<file path="config.mk">
export PLATFORM = sky130hd
export DESIGN_NAME = dmt_mmu
export DESIGN_NICKNAME = d
export VERILOG_FILES = /design/src/pkg/dmt_pkg.sv /design/src/pkg/dmt_tlb_if.sv /design/src/hw/dmt_tlb_store.sv /design/src/hw/dmt_mmu.sv
export SDC_FILE = /design/constraint.sdc
export NUM_CORES = 2
export LEC_CHECK = 0
export BUFFER_PORTS_ARGS = -buffer_cell sky130_fd_sc_hd__buf_4
export CORE_ASPECT_RATIO = 0.6
export CORE_MARGIN = 2
export CORE_UTILIZATION = 40
export CTS_CLUSTER_DIAMETER = 30
export DETAILED_ROUTE_END_ITERATION = 8
export GPL_TIMING_DRIVEN = 0
export PLACE_DENSITY = 0.64
export SYNTH_ARGS = -nofsm -noshare
export SYNTH_HDL_FRONTEND = slang
export SYNTH_SLANG_ARGS = --single-unit
</file>
<file path="constraint.sdc">
create_clock -name pclk -period 5.93 [get_ports pclk]
set_input_delay 0.593 -clock pclk [delete_from_list [all_inputs] [get_ports pclk]]
set_output_delay 0.593 -clock pclk [all_outputs]
set_load 0.01 [all_outputs]
</file>
<file path="src/pkg/dmt_pkg.sv">
package dmt_pkg;

  ////////////////////////////////////////////////////////////////////////////
  // Register byte offsets on the APB port.
  localparam logic [7:0] OFF_TAG_HI  = 8'h00;
  localparam logic [7:0] OFF_TAG_LO  = 8'h04;
  localparam logic [7:0] OFF_PHYS_HI = 8'h08;
  localparam logic [7:0] OFF_PHYS_LO = 8'h0c;
  localparam logic [7:0] OFF_LOCK    = 8'h10;
  localparam logic [7:0] OFF_LOAD    = 8'h14;
  localparam logic [7:0] OFF_CTRL    = 8'h18;
  localparam logic [7:0] OFF_FAULT   = 8'h1c;
  localparam logic [7:0] OFF_FADDR   = 8'h20;

  ////////////////////////////////////////////////////////////////////////////
  // Field positions and reset values.
  localparam int CTRL_EN_BIT      = 0;
  localparam int CTRL_WALK_BIT    = 1;
  localparam int FLT_PAGE_BIT     = 0;
  localparam int FLT_PERM_BIT     = 1;
  localparam int TAGLO_SIZE_LSB   = 0;
  localparam int TAGLO_PRES_BIT   = 3;
  localparam int TAGLO_VLO_LSB    = 4;
  localparam int TAGLO_VHI_LSB    = 14;
  localparam int PHYSLO_PERM_LSB  = 8;
  localparam int PHYSLO_PA_LSB    = 10;
  localparam int LOCK_VICTIM_LSB  = 4;
  localparam int LOCK_BASE_LSB    = 10;
  localparam int IDX_W            = 5;
  localparam int ENTRIES          = 32;
  localparam logic [15:0] REG_RST      = 16'h0000;
  localparam logic [15:0] LOAD_CMD_VAL = 16'h0001;
  localparam logic [7:0]  PASS_UPPER   = 8'h00;

  ////////////////////////////////////////////////////////////////////////////
  // Page size and permission encodings.
  localparam logic [1:0] SZ_1M     = 2'h0;
  localparam logic [1:0] SZ_64K    = 2'h1;
  localparam logic [1:0] SZ_4K     = 2'h2;
  localparam logic [1:0] SZ_1K     = 2'h3;
  localparam logic [1:0] PERM_NONE = 2'h0;
  localparam logic [1:0] PERM_RO   = 2'h2;
  localparam logic [1:0] PERM_RW   = 2'h3;

  typedef struct packed {
    logic        valid;
    logic        preserved;
    logic [1:0]  size;
    logic [21:0] tag;
    logic [21:0] ppn;
    logic [1:0]  perm;
  } dmt_entry_t;

  // Marks which of virtual bits 31..10 belong to the page number.
  function automatic logic [21:0] dmt_page_mask(input logic [1:0] size);
    case (size)
      SZ_1M:   dmt_page_mask = 22'h3ffc00;
      SZ_64K:  dmt_page_mask = 22'h3fffc0;
      SZ_4K:   dmt_page_mask = 22'h3ffffc;
      default: dmt_page_mask = 22'h3fffff;
    endcase
  endfunction

endpackage

</file>
<file path="src/pkg/dmt_tlb_if.sv">
`timescale 1ns/1ps
interface dmt_tlb_if;
  logic        load;
  logic [4:0]  idx;
  logic [15:0] tag_hi;
  logic [15:0] tag_lo;
  logic [15:0] phys_hi;
  logic [15:0] phys_lo;
  logic [31:0] vaddr;
  logic        hit;
  logic [31:0] paddr;
  logic [1:0]  perm;

  modport ctrl (output load, idx, tag_hi, tag_lo, phys_hi, phys_lo, vaddr,
                input hit, paddr, perm);
  modport store (input load, idx, tag_hi, tag_lo, phys_hi, phys_lo, vaddr,
                 output hit, paddr, perm);
endinterface

</file>
<file path="src/hw/dmt_tlb_store.sv">
`timescale 1ns/1ps
module dmt_tlb_store
  import dmt_pkg::*;
(
  input wire logic pclk,
  input wire logic presetn,
  dmt_tlb_if.store tlb
);
  import dmt_pkg::*;

  typedef struct packed {
    dmt_entry_t [ENTRIES-1:0] ent;
  } dmt_store_t;

  dmt_store_t  st_r;
  dmt_store_t  st_nxt;
  dmt_entry_t  new_ent;
  logic [ENTRIES-1:0] hit_v;
  logic [31:0] pa_v [ENTRIES];

  ////////////////////////////////////////////////////////////////////////////
  always_comb begin
    new_ent.valid     = 1'b1;
    new_ent.preserved = tlb.tag_lo[TAGLO_PRES_BIT];
    new_ent.size      = tlb.tag_lo[TAGLO_SIZE_LSB +: 2];
    new_ent.tag       = {tlb.tag_hi[9:0], tlb.tag_lo[TAGLO_VHI_LSB +: 2],
                         tlb.tag_lo[TAGLO_VLO_LSB +: 10]};
    new_ent.ppn       = {tlb.phys_hi, tlb.phys_lo[PHYSLO_PA_LSB +: 6]};
    new_ent.perm      = tlb.phys_lo[PHYSLO_PERM_LSB +: 2];
    st_nxt = st_r;
    if (tlb.load) begin
      st_nxt.ent[tlb.idx] = new_ent;
    end
  end

  always_ff @(posedge pclk or negedge presetn) begin
    if (!presetn) begin
      st_r <= '0;
    end else begin
      st_r <= st_nxt;
    end
  end

  ////////////////////////////////////////////////////////////////////////////
  // Every entry compares its own page number against the request.
  for (genvar i = 0; i < ENTRIES; i++) begin : g_ent
    logic [21:0] m;
    assign m = dmt_page_mask(st_r.ent[i].size);
    assign hit_v[i] = st_r.ent[i].valid &&
        (((st_r.ent[i].tag ^ tlb.vaddr[31:10]) & m) == 22'h000000);
    assign pa_v[i] = {(st_r.ent[i].ppn & m) | (tlb.vaddr[31:10] & ~m),
                      tlb.vaddr[9:0]};
  end

  // Overlapping pages are legal; the lowest index simply wins.
  always_comb begin
    tlb.hit   = 1'b0;
    tlb.paddr = 32'h00000000;
    tlb.perm  = PERM_NONE;
    for (int k = ENTRIES - 1; k >= 0; k--) begin
      if (hit_v[k]) begin
        tlb.hit   = 1'b1;
        tlb.paddr = pa_v[k];
        tlb.perm  = st_r.ent[k].perm;
      end
    end
  end

endmodule // dmt_tlb_store

</file>
<file path="src/hw/dmt_mmu.sv">
// What this block does
// - After reset disabled, pass through to low 16M
// - Enabled: map 24-bit address to 32-bit
// - Page sizes 1M, 64K, 4K or 1K
// - New entry stored at victim index
// - Writing 1 to load command commits entry
// - Load only while table walk is off
// - Tag word layout of virtual bits
// - Physical word layout and permission at bit 8
// - Lock counter: victim at 4, base at 10
// - Base 0..31, victim between base and 31
// - Permission: none, read only, read write
// - Each entry carries a preserved flag
// - No check for overlapping physical mappings
// - Thirty-two entries of tag and data
// - Match valid tags, use paired physical bits
// - Miss or forbidden access faults and interrupts
//
// Design decisions made here: the register offsets and register access over APB.
`timescale 1ns/1ps
module dmt_mmu
  import dmt_pkg::*;
(
  input  wire logic        pclk,
  input  wire logic        presetn,
  input  wire logic        psel,
  input  wire logic        penable,
  input  wire logic        pwrite,
  input  wire logic [7:0]  paddr,
  input  wire logic [31:0] pwdata,
  output logic      [31:0] prdata,
  output logic             pready,
  output logic             pslverr,
  input  wire logic        dsp_req,
  input  wire logic        dsp_wr,
  input  wire logic [23:0] dsp_addr,
  output logic             tc_req,
  output logic             tc_wr,
  output logic      [31:0] tc_addr,
  output logic             mmu_irq
);
  import dmt_pkg::*;

  typedef struct packed {
    logic [15:0] tag_hi;
    logic [15:0] tag_lo;
    logic [15:0] phys_hi;
    logic [15:0] phys_lo;
    logic [15:0] lock;
    logic        enable;
    logic        walk;
    logic        flt_page;
    logic        flt_perm;
    logic [23:0] flt_addr;
    logic        ld;
    logic [31:0] prdata;
    logic        pready;
    logic        pslverr;
    logic        tc_req;
    logic        tc_wr;
    logic [31:0] tc_addr;
    logic        irq;
  } dmt_state_t;

  dmt_state_t  st_r;
  dmt_state_t  st_nxt;
  dmt_tlb_if   tlb ();

  logic        setup;
  logic        wr_acc;
  logic        mapped;
  logic [31:0] rdata;
  logic [4:0]  victim;
  logic [4:0]  base;
  logic        load_ok;
  logic        set_page;
  logic        set_perm;
  logic        clr_page;
  logic        clr_perm;

  ////////////////////////////////////////////////////////////////////////////
  // Translation store and matching.
  dmt_tlb_store u_store (
    .pclk    (pclk),
    .presetn (presetn),
    .tlb     (tlb.store)
  );

  assign tlb.load    = st_r.ld;
  assign tlb.idx     = victim;
  assign tlb.tag_hi  = st_r.tag_hi;
  assign tlb.tag_lo  = st_r.tag_lo;
  assign tlb.phys_hi = st_r.phys_hi;
  assign tlb.phys_lo = st_r.phys_lo;
  assign tlb.vaddr   = {PASS_UPPER, dsp_addr};

  ////////////////////////////////////////////////////////////////////////////
  // Register decode.
  always_comb begin
    victim = st_r.lock[LOCK_VICTIM_LSB +: IDX_W];
    base   = st_r.lock[LOCK_BASE_LSB +: IDX_W];
    setup  = psel && !penable;
    wr_acc = psel && penable && st_r.pready && pwrite;
    mapped = 1'b1;
    rdata  = 32'h00000000;
    case (paddr)
      OFF_TAG_HI:  rdata = {16'h0000, st_r.tag_hi};
      OFF_TAG_LO:  rdata = {16'h0000, st_r.tag_lo};
      OFF_PHYS_HI: rdata = {16'h0000, st_r.phys_hi};
      OFF_PHYS_LO: rdata = {16'h0000, st_r.phys_lo};
      OFF_LOCK:    rdata = {16'h0000, st_r.lock};
      OFF_LOAD:    rdata = 32'h00000000;
      OFF_CTRL:    rdata = {30'h00000000, st_r.walk, st_r.enable};
      OFF_FAULT:   rdata = {30'h00000000, st_r.flt_perm, st_r.flt_page};
      OFF_FADDR:   rdata = {8'h00, st_r.flt_addr};
      default:     mapped = 1'b0;
    endcase
    // A victim below the locked base would overwrite a locked entry.
    load_ok = !st_r.walk && (victim >= base);
  end

  ////////////////////////////////////////////////////////////////////////////
  // Next state.
  always_comb begin
    st_nxt        = st_r;
    st_nxt.ld     = 1'b0;
    st_nxt.pready = setup;
    set_page      = 1'b0;
    set_perm      = 1'b0;
    clr_page      = 1'b0;
    clr_perm      = 1'b0;
    if (setup) begin
      st_nxt.prdata  = rdata;
      st_nxt.pslverr = !mapped;
    end
    if (wr_acc) begin
      case (paddr)
        OFF_TAG_HI:  st_nxt.tag_hi  = pwdata[15:0];
        OFF_TAG_LO:  st_nxt.tag_lo  = pwdata[15:0];
        OFF_PHYS_HI: st_nxt.phys_hi = pwdata[15:0];
        OFF_PHYS_LO: st_nxt.phys_lo = pwdata[15:0];
        OFF_LOCK:    st_nxt.lock    = pwdata[15:0];
        OFF_LOAD: begin
          if (pwdata[15:0] == LOAD_CMD_VAL && load_ok) begin
            st_nxt.ld = 1'b1;
          end
        end
        OFF_CTRL: begin
          // Entries are left untouched; the next request sees the change.
          st_nxt.enable = pwdata[CTRL_EN_BIT];
          st_nxt.walk   = pwdata[CTRL_WALK_BIT];
        end
        OFF_FAULT: begin
          clr_page = pwdata[FLT_PAGE_BIT];
          clr_perm = pwdata[FLT_PERM_BIT];
        end
        default: ;
      endcase
    end
    st_nxt.tc_req = 1'b0;
    if (dsp_req) begin
      if (!st_r.enable) begin
        st_nxt.tc_req  = 1'b1;
        st_nxt.tc_wr   = dsp_wr;
        st_nxt.tc_addr = {PASS_UPPER, dsp_addr};
      end else if (!tlb.hit) begin
        set_page = 1'b1;
      end else if (tlb.perm == PERM_RW ||
                   (tlb.perm == PERM_RO && !dsp_wr)) begin
        st_nxt.tc_req  = 1'b1;
        st_nxt.tc_wr   = dsp_wr;
        st_nxt.tc_addr = tlb.paddr;
      end else begin
        set_perm = 1'b1;
      end
      if (set_page || set_perm) begin
        st_nxt.flt_addr = dsp_addr;
      end
    end
    // A fault in the same cycle as its clear is kept.
    st_nxt.flt_page = (st_r.flt_page && !clr_page) || set_page;
    st_nxt.flt_perm = (st_r.flt_perm && !clr_perm) || set_perm;
    st_nxt.irq      = st_nxt.flt_page || st_nxt.flt_perm;
  end

  always_ff @(posedge pclk or negedge presetn) begin
    if (!presetn) begin
      st_r         <= '0;
      st_r.tag_hi  <= REG_RST;
      st_r.tag_lo  <= REG_RST;
      st_r.phys_hi <= REG_RST;
      st_r.phys_lo <= REG_RST;
      st_r.lock    <= REG_RST;
    end else begin
      st_r <= st_nxt;
    end
  end

  assign prdata  = st_r.prdata;
  assign pready  = st_r.pready;
  assign pslverr = st_r.pslverr;
  assign tc_req  = st_r.tc_req;
  assign tc_wr   = st_r.tc_wr;
  assign tc_addr = st_r.tc_addr;
  assign mmu_irq = st_r.irq;
endmodule // dmt_mmu

</file>
### Word level (Yosys, flattened, before mapping)

Index checks and enable logic that the tools add are counted.

| cells by class | value |
|---|---|
| $add $sub $neg | 0 |
| $mul | 0 |
| divide/modulo/power cells | 0 |
| order comparisons | 3 |
| equality and inequality tests | 77 |
| shift operators | 0 |
| mux-type cells | 153 |
| bitwise gates (word level) | 192 |
| reduce and logical (&&, ||, !) cells | 127 |

Operators with widths:

| kind | count |
|---|---|
| 1600-bit bitwise mux | 1 |
| 22-bit bitwise AND | 64 |
| 32-bit 2-to-1 mux | 32 |
| 10-bit case mux with 3 select lines | 32 |
| 14-bit by 22-bit bitwise AND with 22-bit output | 32 |
| 22-bit zero test | 32 |
| 22-bit NOT | 32 |
| 22-bit bitwise OR | 32 |
| 22-bit by 14-bit bitwise XOR with 22-bit output | 32 |
| 50-bit demux with 5-bit select | 1 |
| 24-bit case mux with 8 select lines | 1 |
| 34-bit 2-to-1 mux | 4 |
| 2-bit == test, second input constant | 34 |
| 2-bit by 1-bit == test with 1-bit output, second input constant | 32 |
| 2-bit zero test | 32 |
| 2-bit 2-to-1 mux | 32 |
| 50-bit 2-to-1 mux | 1 |
| 1-bit 2-to-1 mux | 49 |
| 1-bit logical AND | 42 |
| 8-bit by 5-bit == test with 1-bit output, second input constant | 4 |
| 16-bit by 1-bit == test with 1-bit output, second input constant | 1 |
| 8-bit by 4-bit == test with 1-bit output, second input constant | 2 |
| 2-bit AND reduction | 7 |
| 9-bit OR reduction | 1 |
| 10 further kinds | 20 |

| word-level totals | value |
|---|---|
| flip-flop bits (word level) | 1778 |
| bits in latches | 0 |
| RAM bits | 0 |
| ROM bits | 0 |
| input bits | 71 |
| output and inout port bits | 69 |
| logic and storage cells | 762 |
| memories | 0 |

### Depth between registers and ports, before layout

| logic depth | value |
|---|---|
| depth after elaboration | 47 |
| depth in mapped cells | 18 |
| gate-level depth less buffers | 12 |

### Cells and area by module

A second synthesis with hierarchy kept.

| unflattened totals | value |
|---|---|
| cell total of the unflattened synthesis | 7372 |
| area, all modules | 87996.9 µm² |

Modules (own cells, without submodules):

| module | instances | cells each | area each (µm²) | seq. area each (µm²) |
|---|---|---|---|---|
| dmt_tlb_store | 1 | 6658 | 79780.3 | 39237.6 |
| dmt_mmu | 1 | 714 | 8216.6 | 4254.1 |

### Worst setup path before layout

No wires, ideal clock.

| timing path | value |
|---|---|
| path type | input -> register |
| start point | in dsp_addr[12] |
| end point | reg st_r[75] (netlist bit) |
| library setup time | 0.127 ns |
| arrival | 3.874 ns |
| data required time | 5.803 ns |
| slack | 1.928 ns |
| cell stages on the path | 15 |
| buffers on the path | 3 |
| cell sequence | buf_4 > xor2_1 > nor4_1 > a21boi_1 > or4_1 > clkbuf_1 > mux2i_1 > a311o_1 > a311o_1 > a41o_1 > a21oi_4 > o21ai_2 > nand3_2 > buf_6 > mux2_1 |

| on the way | value |
|---|---|
| cells in the longest elaborated chain, start to end | 45 |
| elaborated cells on any way between the ends | 205 |
| classes of those cells | eq/ne: 2; mux: 71; bitwise: 64; reduce/logical: 68 |

Ends and longest elaborated chain:

| what | line | source |
|---|---|---|
| from (decl) | dmt_mmu.sv:36 | `input wire logic [23:0] dsp_addr,` |
| 22-bit by 14-bit bitwise XOR with 22-bit output | dmt_tlb_store.sv:50 | `(((st_r.ent[i].tag ^ tlb.vaddr[31:10]) & m) == 22'h000000);` |
| 22-bit bitwise AND | dmt_tlb_store.sv:50 |  |
| 22-bit zero test | dmt_tlb_store.sv:50 |  |
| 1-bit logical AND | dmt_tlb_store.sv:49 | `assign hit_v[i] = st_r.ent[i].valid &&` |
| 2-bit 2-to-1 mux (32 in series) | dmt_tlb_store.sv:61 | `if (hit_v[k]) begin` |
| 2-bit == test | dmt_mmu.sv:169 | `(tlb.perm == PERM_RO && !dsp_wr)) begin` |
| 1-bit logical AND | dmt_mmu.sv:169 |  |
| 1-bit logical OR | dmt_mmu.sv:168 | `end else if (tlb.perm == PERM_RW \|\|` |
| 1-bit 2-to-1 mux | dmt_mmu.sv:168 |  |
| 1-bit 2-to-1 mux | dmt_mmu.sv:166 | `end else if (!tlb.hit) begin` |
| 1-bit 2-to-1 mux | dmt_mmu.sv:162 | `if (!st_r.enable) begin` |
| 1-bit 2-to-1 mux | dmt_mmu.sv:161 | `if (dsp_req) begin` |
| 1-bit logical OR (*) | dmt_mmu.sv:176 | `if (set_page \|\| set_perm) begin` |
| 2-bit AND reduction (no source line) (*) | - |  |
| to (signal assigned) | dmt_mmu.sv:195 | `st_r <= st_nxt;` |
| to (decl) | dmt_mmu.sv:65 | `dmt_state_t st_r;` |

Mark *: on every way between the ends. The rest lies on a longest branch, timed or not. The select of a mux whose other input is x is not followed.
A chain may end at the register's enable or synchronous reset.

### Final worst setup path

| timing path | value |
|---|---|
| start point | reg u_store.st_r[697] (netlist bit) |
| end point | reg st_r, in the netlist tc_addr[16] |

| on the way | value |
|---|---|
| cells in the longest elaborated chain, start to end | 24 |
| elaborated cells on any way between the ends | 63 |
| classes of those cells | eq/ne: 6; mux: 46; bitwise: 5; reduce/logical: 6 |

Ends and longest elaborated chain:

| what | line | source |
|---|---|---|
| from (decl) | dmt_tlb_store.sv:15 | `dmt_store_t st_r;` |
| from (signal assigned) | dmt_tlb_store.sv:40 | `st_r <= st_nxt;` |
| 2-bit == test, or another cell as far along | dmt_pkg.sv:56 | `case (size)` |
| 10-bit case mux with 3 select lines (*) | dmt_pkg.sv:56 |  |
| 22-bit bitwise AND | dmt_tlb_store.sv:50 |  |
| 22-bit zero test | dmt_tlb_store.sv:50 |  |
| 1-bit logical AND | dmt_tlb_store.sv:49 |  |
| 2-bit 2-to-1 mux (14 in series) | dmt_tlb_store.sv:61 |  |
| 2-bit == test | dmt_mmu.sv:169 |  |
| 1-bit logical AND | dmt_mmu.sv:169 |  |
| 1-bit logical OR | dmt_mmu.sv:168 |  |
| 2-bit by 1-bit inequality test with 1-bit output (no source line) | - |  |
| 3-bit AND reduction (no source line) | - |  |

Marked as above.

==> impl_metrics.json <==
{
  "status": "finished, violations left",
  "violations": "capacitance limit, slew limit, setup timing",
  "die_y_um": 360,
  "synth_seq_area_share_pct": 51.4,
  "routed_wl_mm": 406,
  "grt_start_max_net_pins": 170,
  "netlist_instances": 6960,
  "min_period_over_period_pct": 105,
  "ys_types": 93,
  "dr.max_layer_used": "met5",
  "cpPeakStageDelay_ns": 0.84,
  "gp_congestion": 1.04,
  "vdd_ir_drop_max_mv": 0.234,
  "setup_viol": 21,
  "synth-seq-cells": 1738,
  "cts_buffers": 333,
  "drive_gt1_share_pct": 35.4,
  "hold_violations": 0,
  "clock_skew_ns": 0.0641,
  "maxCapViolCount": 14,
  "holdPathStages": 2,
  "synth_edf_count": 0,
  "rsz0062_at_grt": "yes",
  "numPortBuffers": 109,
  "fin_nets": 7541,
  "row_count": 130,
  "maxSlewViolCount": 112,
  "path_delay_family": "compound AO/OA/AOI/OAI gates",
  "timing.rr.end": "tc_addr[16]",
  "yosysTopAreaCell": "dfrtp_1",
  "slew_headroom_pct": -11.5,
  "viasPerCell": 6.33,
  "synth_top_area_share_pct": 51.4,
  "synth.area.top_cells": "dfrtp_1 51%, mux2_2 22%, xnor2_1 2.7%, mux2i_1 2.7%, clkbuf_1 2.0%",
  "vias": 66800,
  "cts_root_buf": "clkbuf_16",
  "ios": 140,
  "setup_slack_ns": -0.292,
  "path_buf_inv": 3,
  "worst_path_most_repeated_cell": "clkbuf_1",
  "async_reset_ff_share_pct": 100,
  "antenna_found_initial": 63,
  "arrival_ns": 6.92,
  "met2_length_mm": 149,
  "tightest_slew_ns": 1.66,
  "synth_flop_cell": "dfrtp_1",
  "avgSynthCellArea_um2": 12.2,
  "critPathLaunch": "u_store.st_r[697]",
  "p_leak_nw": 48.9,
  "cp_slowest_cell": "a2111oi_0",
  "drt-initial-drc-count": 9377,
  "power_density_mw_per_mm2": 326,
  "cts_tree": "yes",
  "wl_met3_mm": 64.7,
  "path_max_fanout": 10,
  "reg2reg_slack_ns": -0.29,
  "wl_met1_mm": 181,
  "drt-wirelength-per-cell_um": 38.5,
  "crit_type": "register to register",
  "final_core_util_pct": 48.8,
  "syn_area_mm2": 0.0847,
  "die_width_um": 598,
  "core-area_mm2": 0.210,
  "grt-ovfl-total": 0,
  "crit_path_end_kind": "register",
  "hold_class": "primary input to register",
  "clock_sinks": 1738,
  "clkTransAtPathRegs_ns": 0.06,
  "whs_endpoint": "tlb.phys_hi[0]",
  "ctsLongestPathBuffers": 4,
  "hp-start": "pwdata[0]",
  "start_util_pct": 40.4,
  "dp_hpwl_mm": 313,
  "die_area_mm2": 0.215,
  "worst_r2r_path_depth": 13,
  "synth_warnings": 0,
  "power_mw": 33.4,
  "worstReg2RegStart": "u_store.st_r[697]",
  "cp.depth": 13,
  "syn2layout_area_growth_pct": 20.9,
  "firstDrtPassIters": 6,
  "fin_crit_ns": 6.22,
  "grt_pass1_vias": 64100,
  "drcViolationCount": 0,
  "drtAntennaViolNets": 0,
  "critPathLaunchType": "register",
  "clock_latency_ns": 0.90,
  "grt_pass1_wl_mm": 547,
  "fmax_mhz": 161,
  "cts.htree.levels": 5,
  "required_ns": 6.62,
  "crit_chain": "clkbuf_1, nor2_2, a41oi_1, or2_2, or3_1, clkbuf_2, clkbuf_1, o21ai_0, a2111oi_0, o21ai_1, a41o_1, a31oi_1, a21boi_1",
  "grt_usage_pct": 37.0
}
==> kinds of logic (layout without fill, tap and decap cells) <==
kind of cell               after synthesis  count (layout)  synth area share (%)
adders and majority gates                5               5                0.0739
xor gates and xnor gates               448             448                  4.63
muxes                                 1943            1943                  25.5
buffers and inverters                  697            1473                  3.75
DFF                                   1738            1738                  51.4
AOI/OAI and AO/OA                      942             942                  7.57
and+or+nand+nor                       1186            1186                  7.06
other                                    1              41               0.00443
==> synthesized netlist by cell type, types with 101 or more instances <==
master / n
dfrtp_1: 1738
xnor2_1: 260
xor2_1: 188
o21ai_0: 261
mux2_2: 1689
clkbuf_1: 454
nor2_1: 233
nand3_1: 142
nor3_1: 101
a21oi_1: 158
mux2i_1: 226
nand2_1: 299
==> cell usage in the layout (no fill, tap or decap), drive strengths merged, types with 35 or more instances in the layout <==
master,n
a2111oi,35
a21oi,160
a221oi,73
a31oi,44
and3,50
buf,347
bufinv,50
clkbuf,870
clkinv,72
dfrtp,1738
inv,85
mux2,1717
mux2i,226
nand2,299
nand3,143
nand4,80
nor2,235
nor3,102
nor4,92
o211ai,38
o21ai,270
xnor2,260
xor2,188
==> registers in the layout (all words and copies together) (netlist names) <==
name          flops
base              5
tc_req            1
mmu_irq           1
tlb.tag_hi       16
tlb.phys_lo      16
tc_addr          32
tlb.load          1
u_store.st_r   1568
st_r             39
pready            1
tlb.phys_hi      16
tc_wr             1
prdata           24
tlb.tag_lo       16
pslverr           1
==> worst max path at each step <==
stage / end / slack (ns)
after floorplan: st_r[75] / 1.93
after global placement: u_store.st_r[1423] / -18.11
after detailed placement: tc_addr[14] / -3.24
after CTS: st_r[76] / -0.005
after global routing: st_r[78] / -0.03
final: tc_addr[16] / -0.29
==> per-layer routing <==
layer | up-vias | track usage (%)
li1 | 26300 | -
met1 | 35400 | 54.4
met2 | 4387 | 45.5
met3 | 636 | 19.5
met4 | 16 | 10.9
met5 | - | 0
==> report_power, final <==
part	internal, mW	switching (mW)
sequential	11.9	0.0388
clock	13.2	7.09
combinational	0.332	0.808
==> per-stage QoR <==
| step | setup WS, ns | setup TNS (ns) | instances | hold slack, ns | area, um2 |
|---|---|---|---|---|---|
| 2_1_floorplan | 1.93 | 0 | 6967 | 0.297 | 84700 |
| 3_3_place_gp | -18.11 | - | 9848 | 0.442 | 89000 |
| 3_5_place_dp | -3.24 | -161.79 | 9886 | 0.448 | 89600 |
| 4_1_cts | -0.00489 | -0.00974 | 10500 | 0.0321 | 102000 |
| 5_1_grt | -0.0297 | -0.0946 | 10500 | 0.0527 | 102000 |
| 6_report | -0.292 | -1.69 | 10500 | 0.0639 | 102000 |
==> area by class of cell <==
class / instances / area (um2)
clock inverter: 201 / 2810
sequential: 1738 / 43500
buffer: 655 / 3140
multi-input combinational: 4532 / 38600
antenna: 33 / 82.6
fill: 18600 / 107000
inverter: 39 / 146
tap: 2772 / 3470
timing repair buffer: 166 / 1570
clock buffer: 412 / 9070
==> repair_timing <==
| item | CTS | global route |
|---|---|---|
| buffers inserted | 2 | 2 |
| resized for setup | 96 | 55 |
| gates cloned | 0 | 0 |
| hold endpoints to repair | 119 | 0 |
| pin swaps | 4 | 5 |
| setup endpoints to repair | 61 | 60 |
| hold buffers | 12 | 0 |
Note: power is estimated with default switching activity, not from simulation.
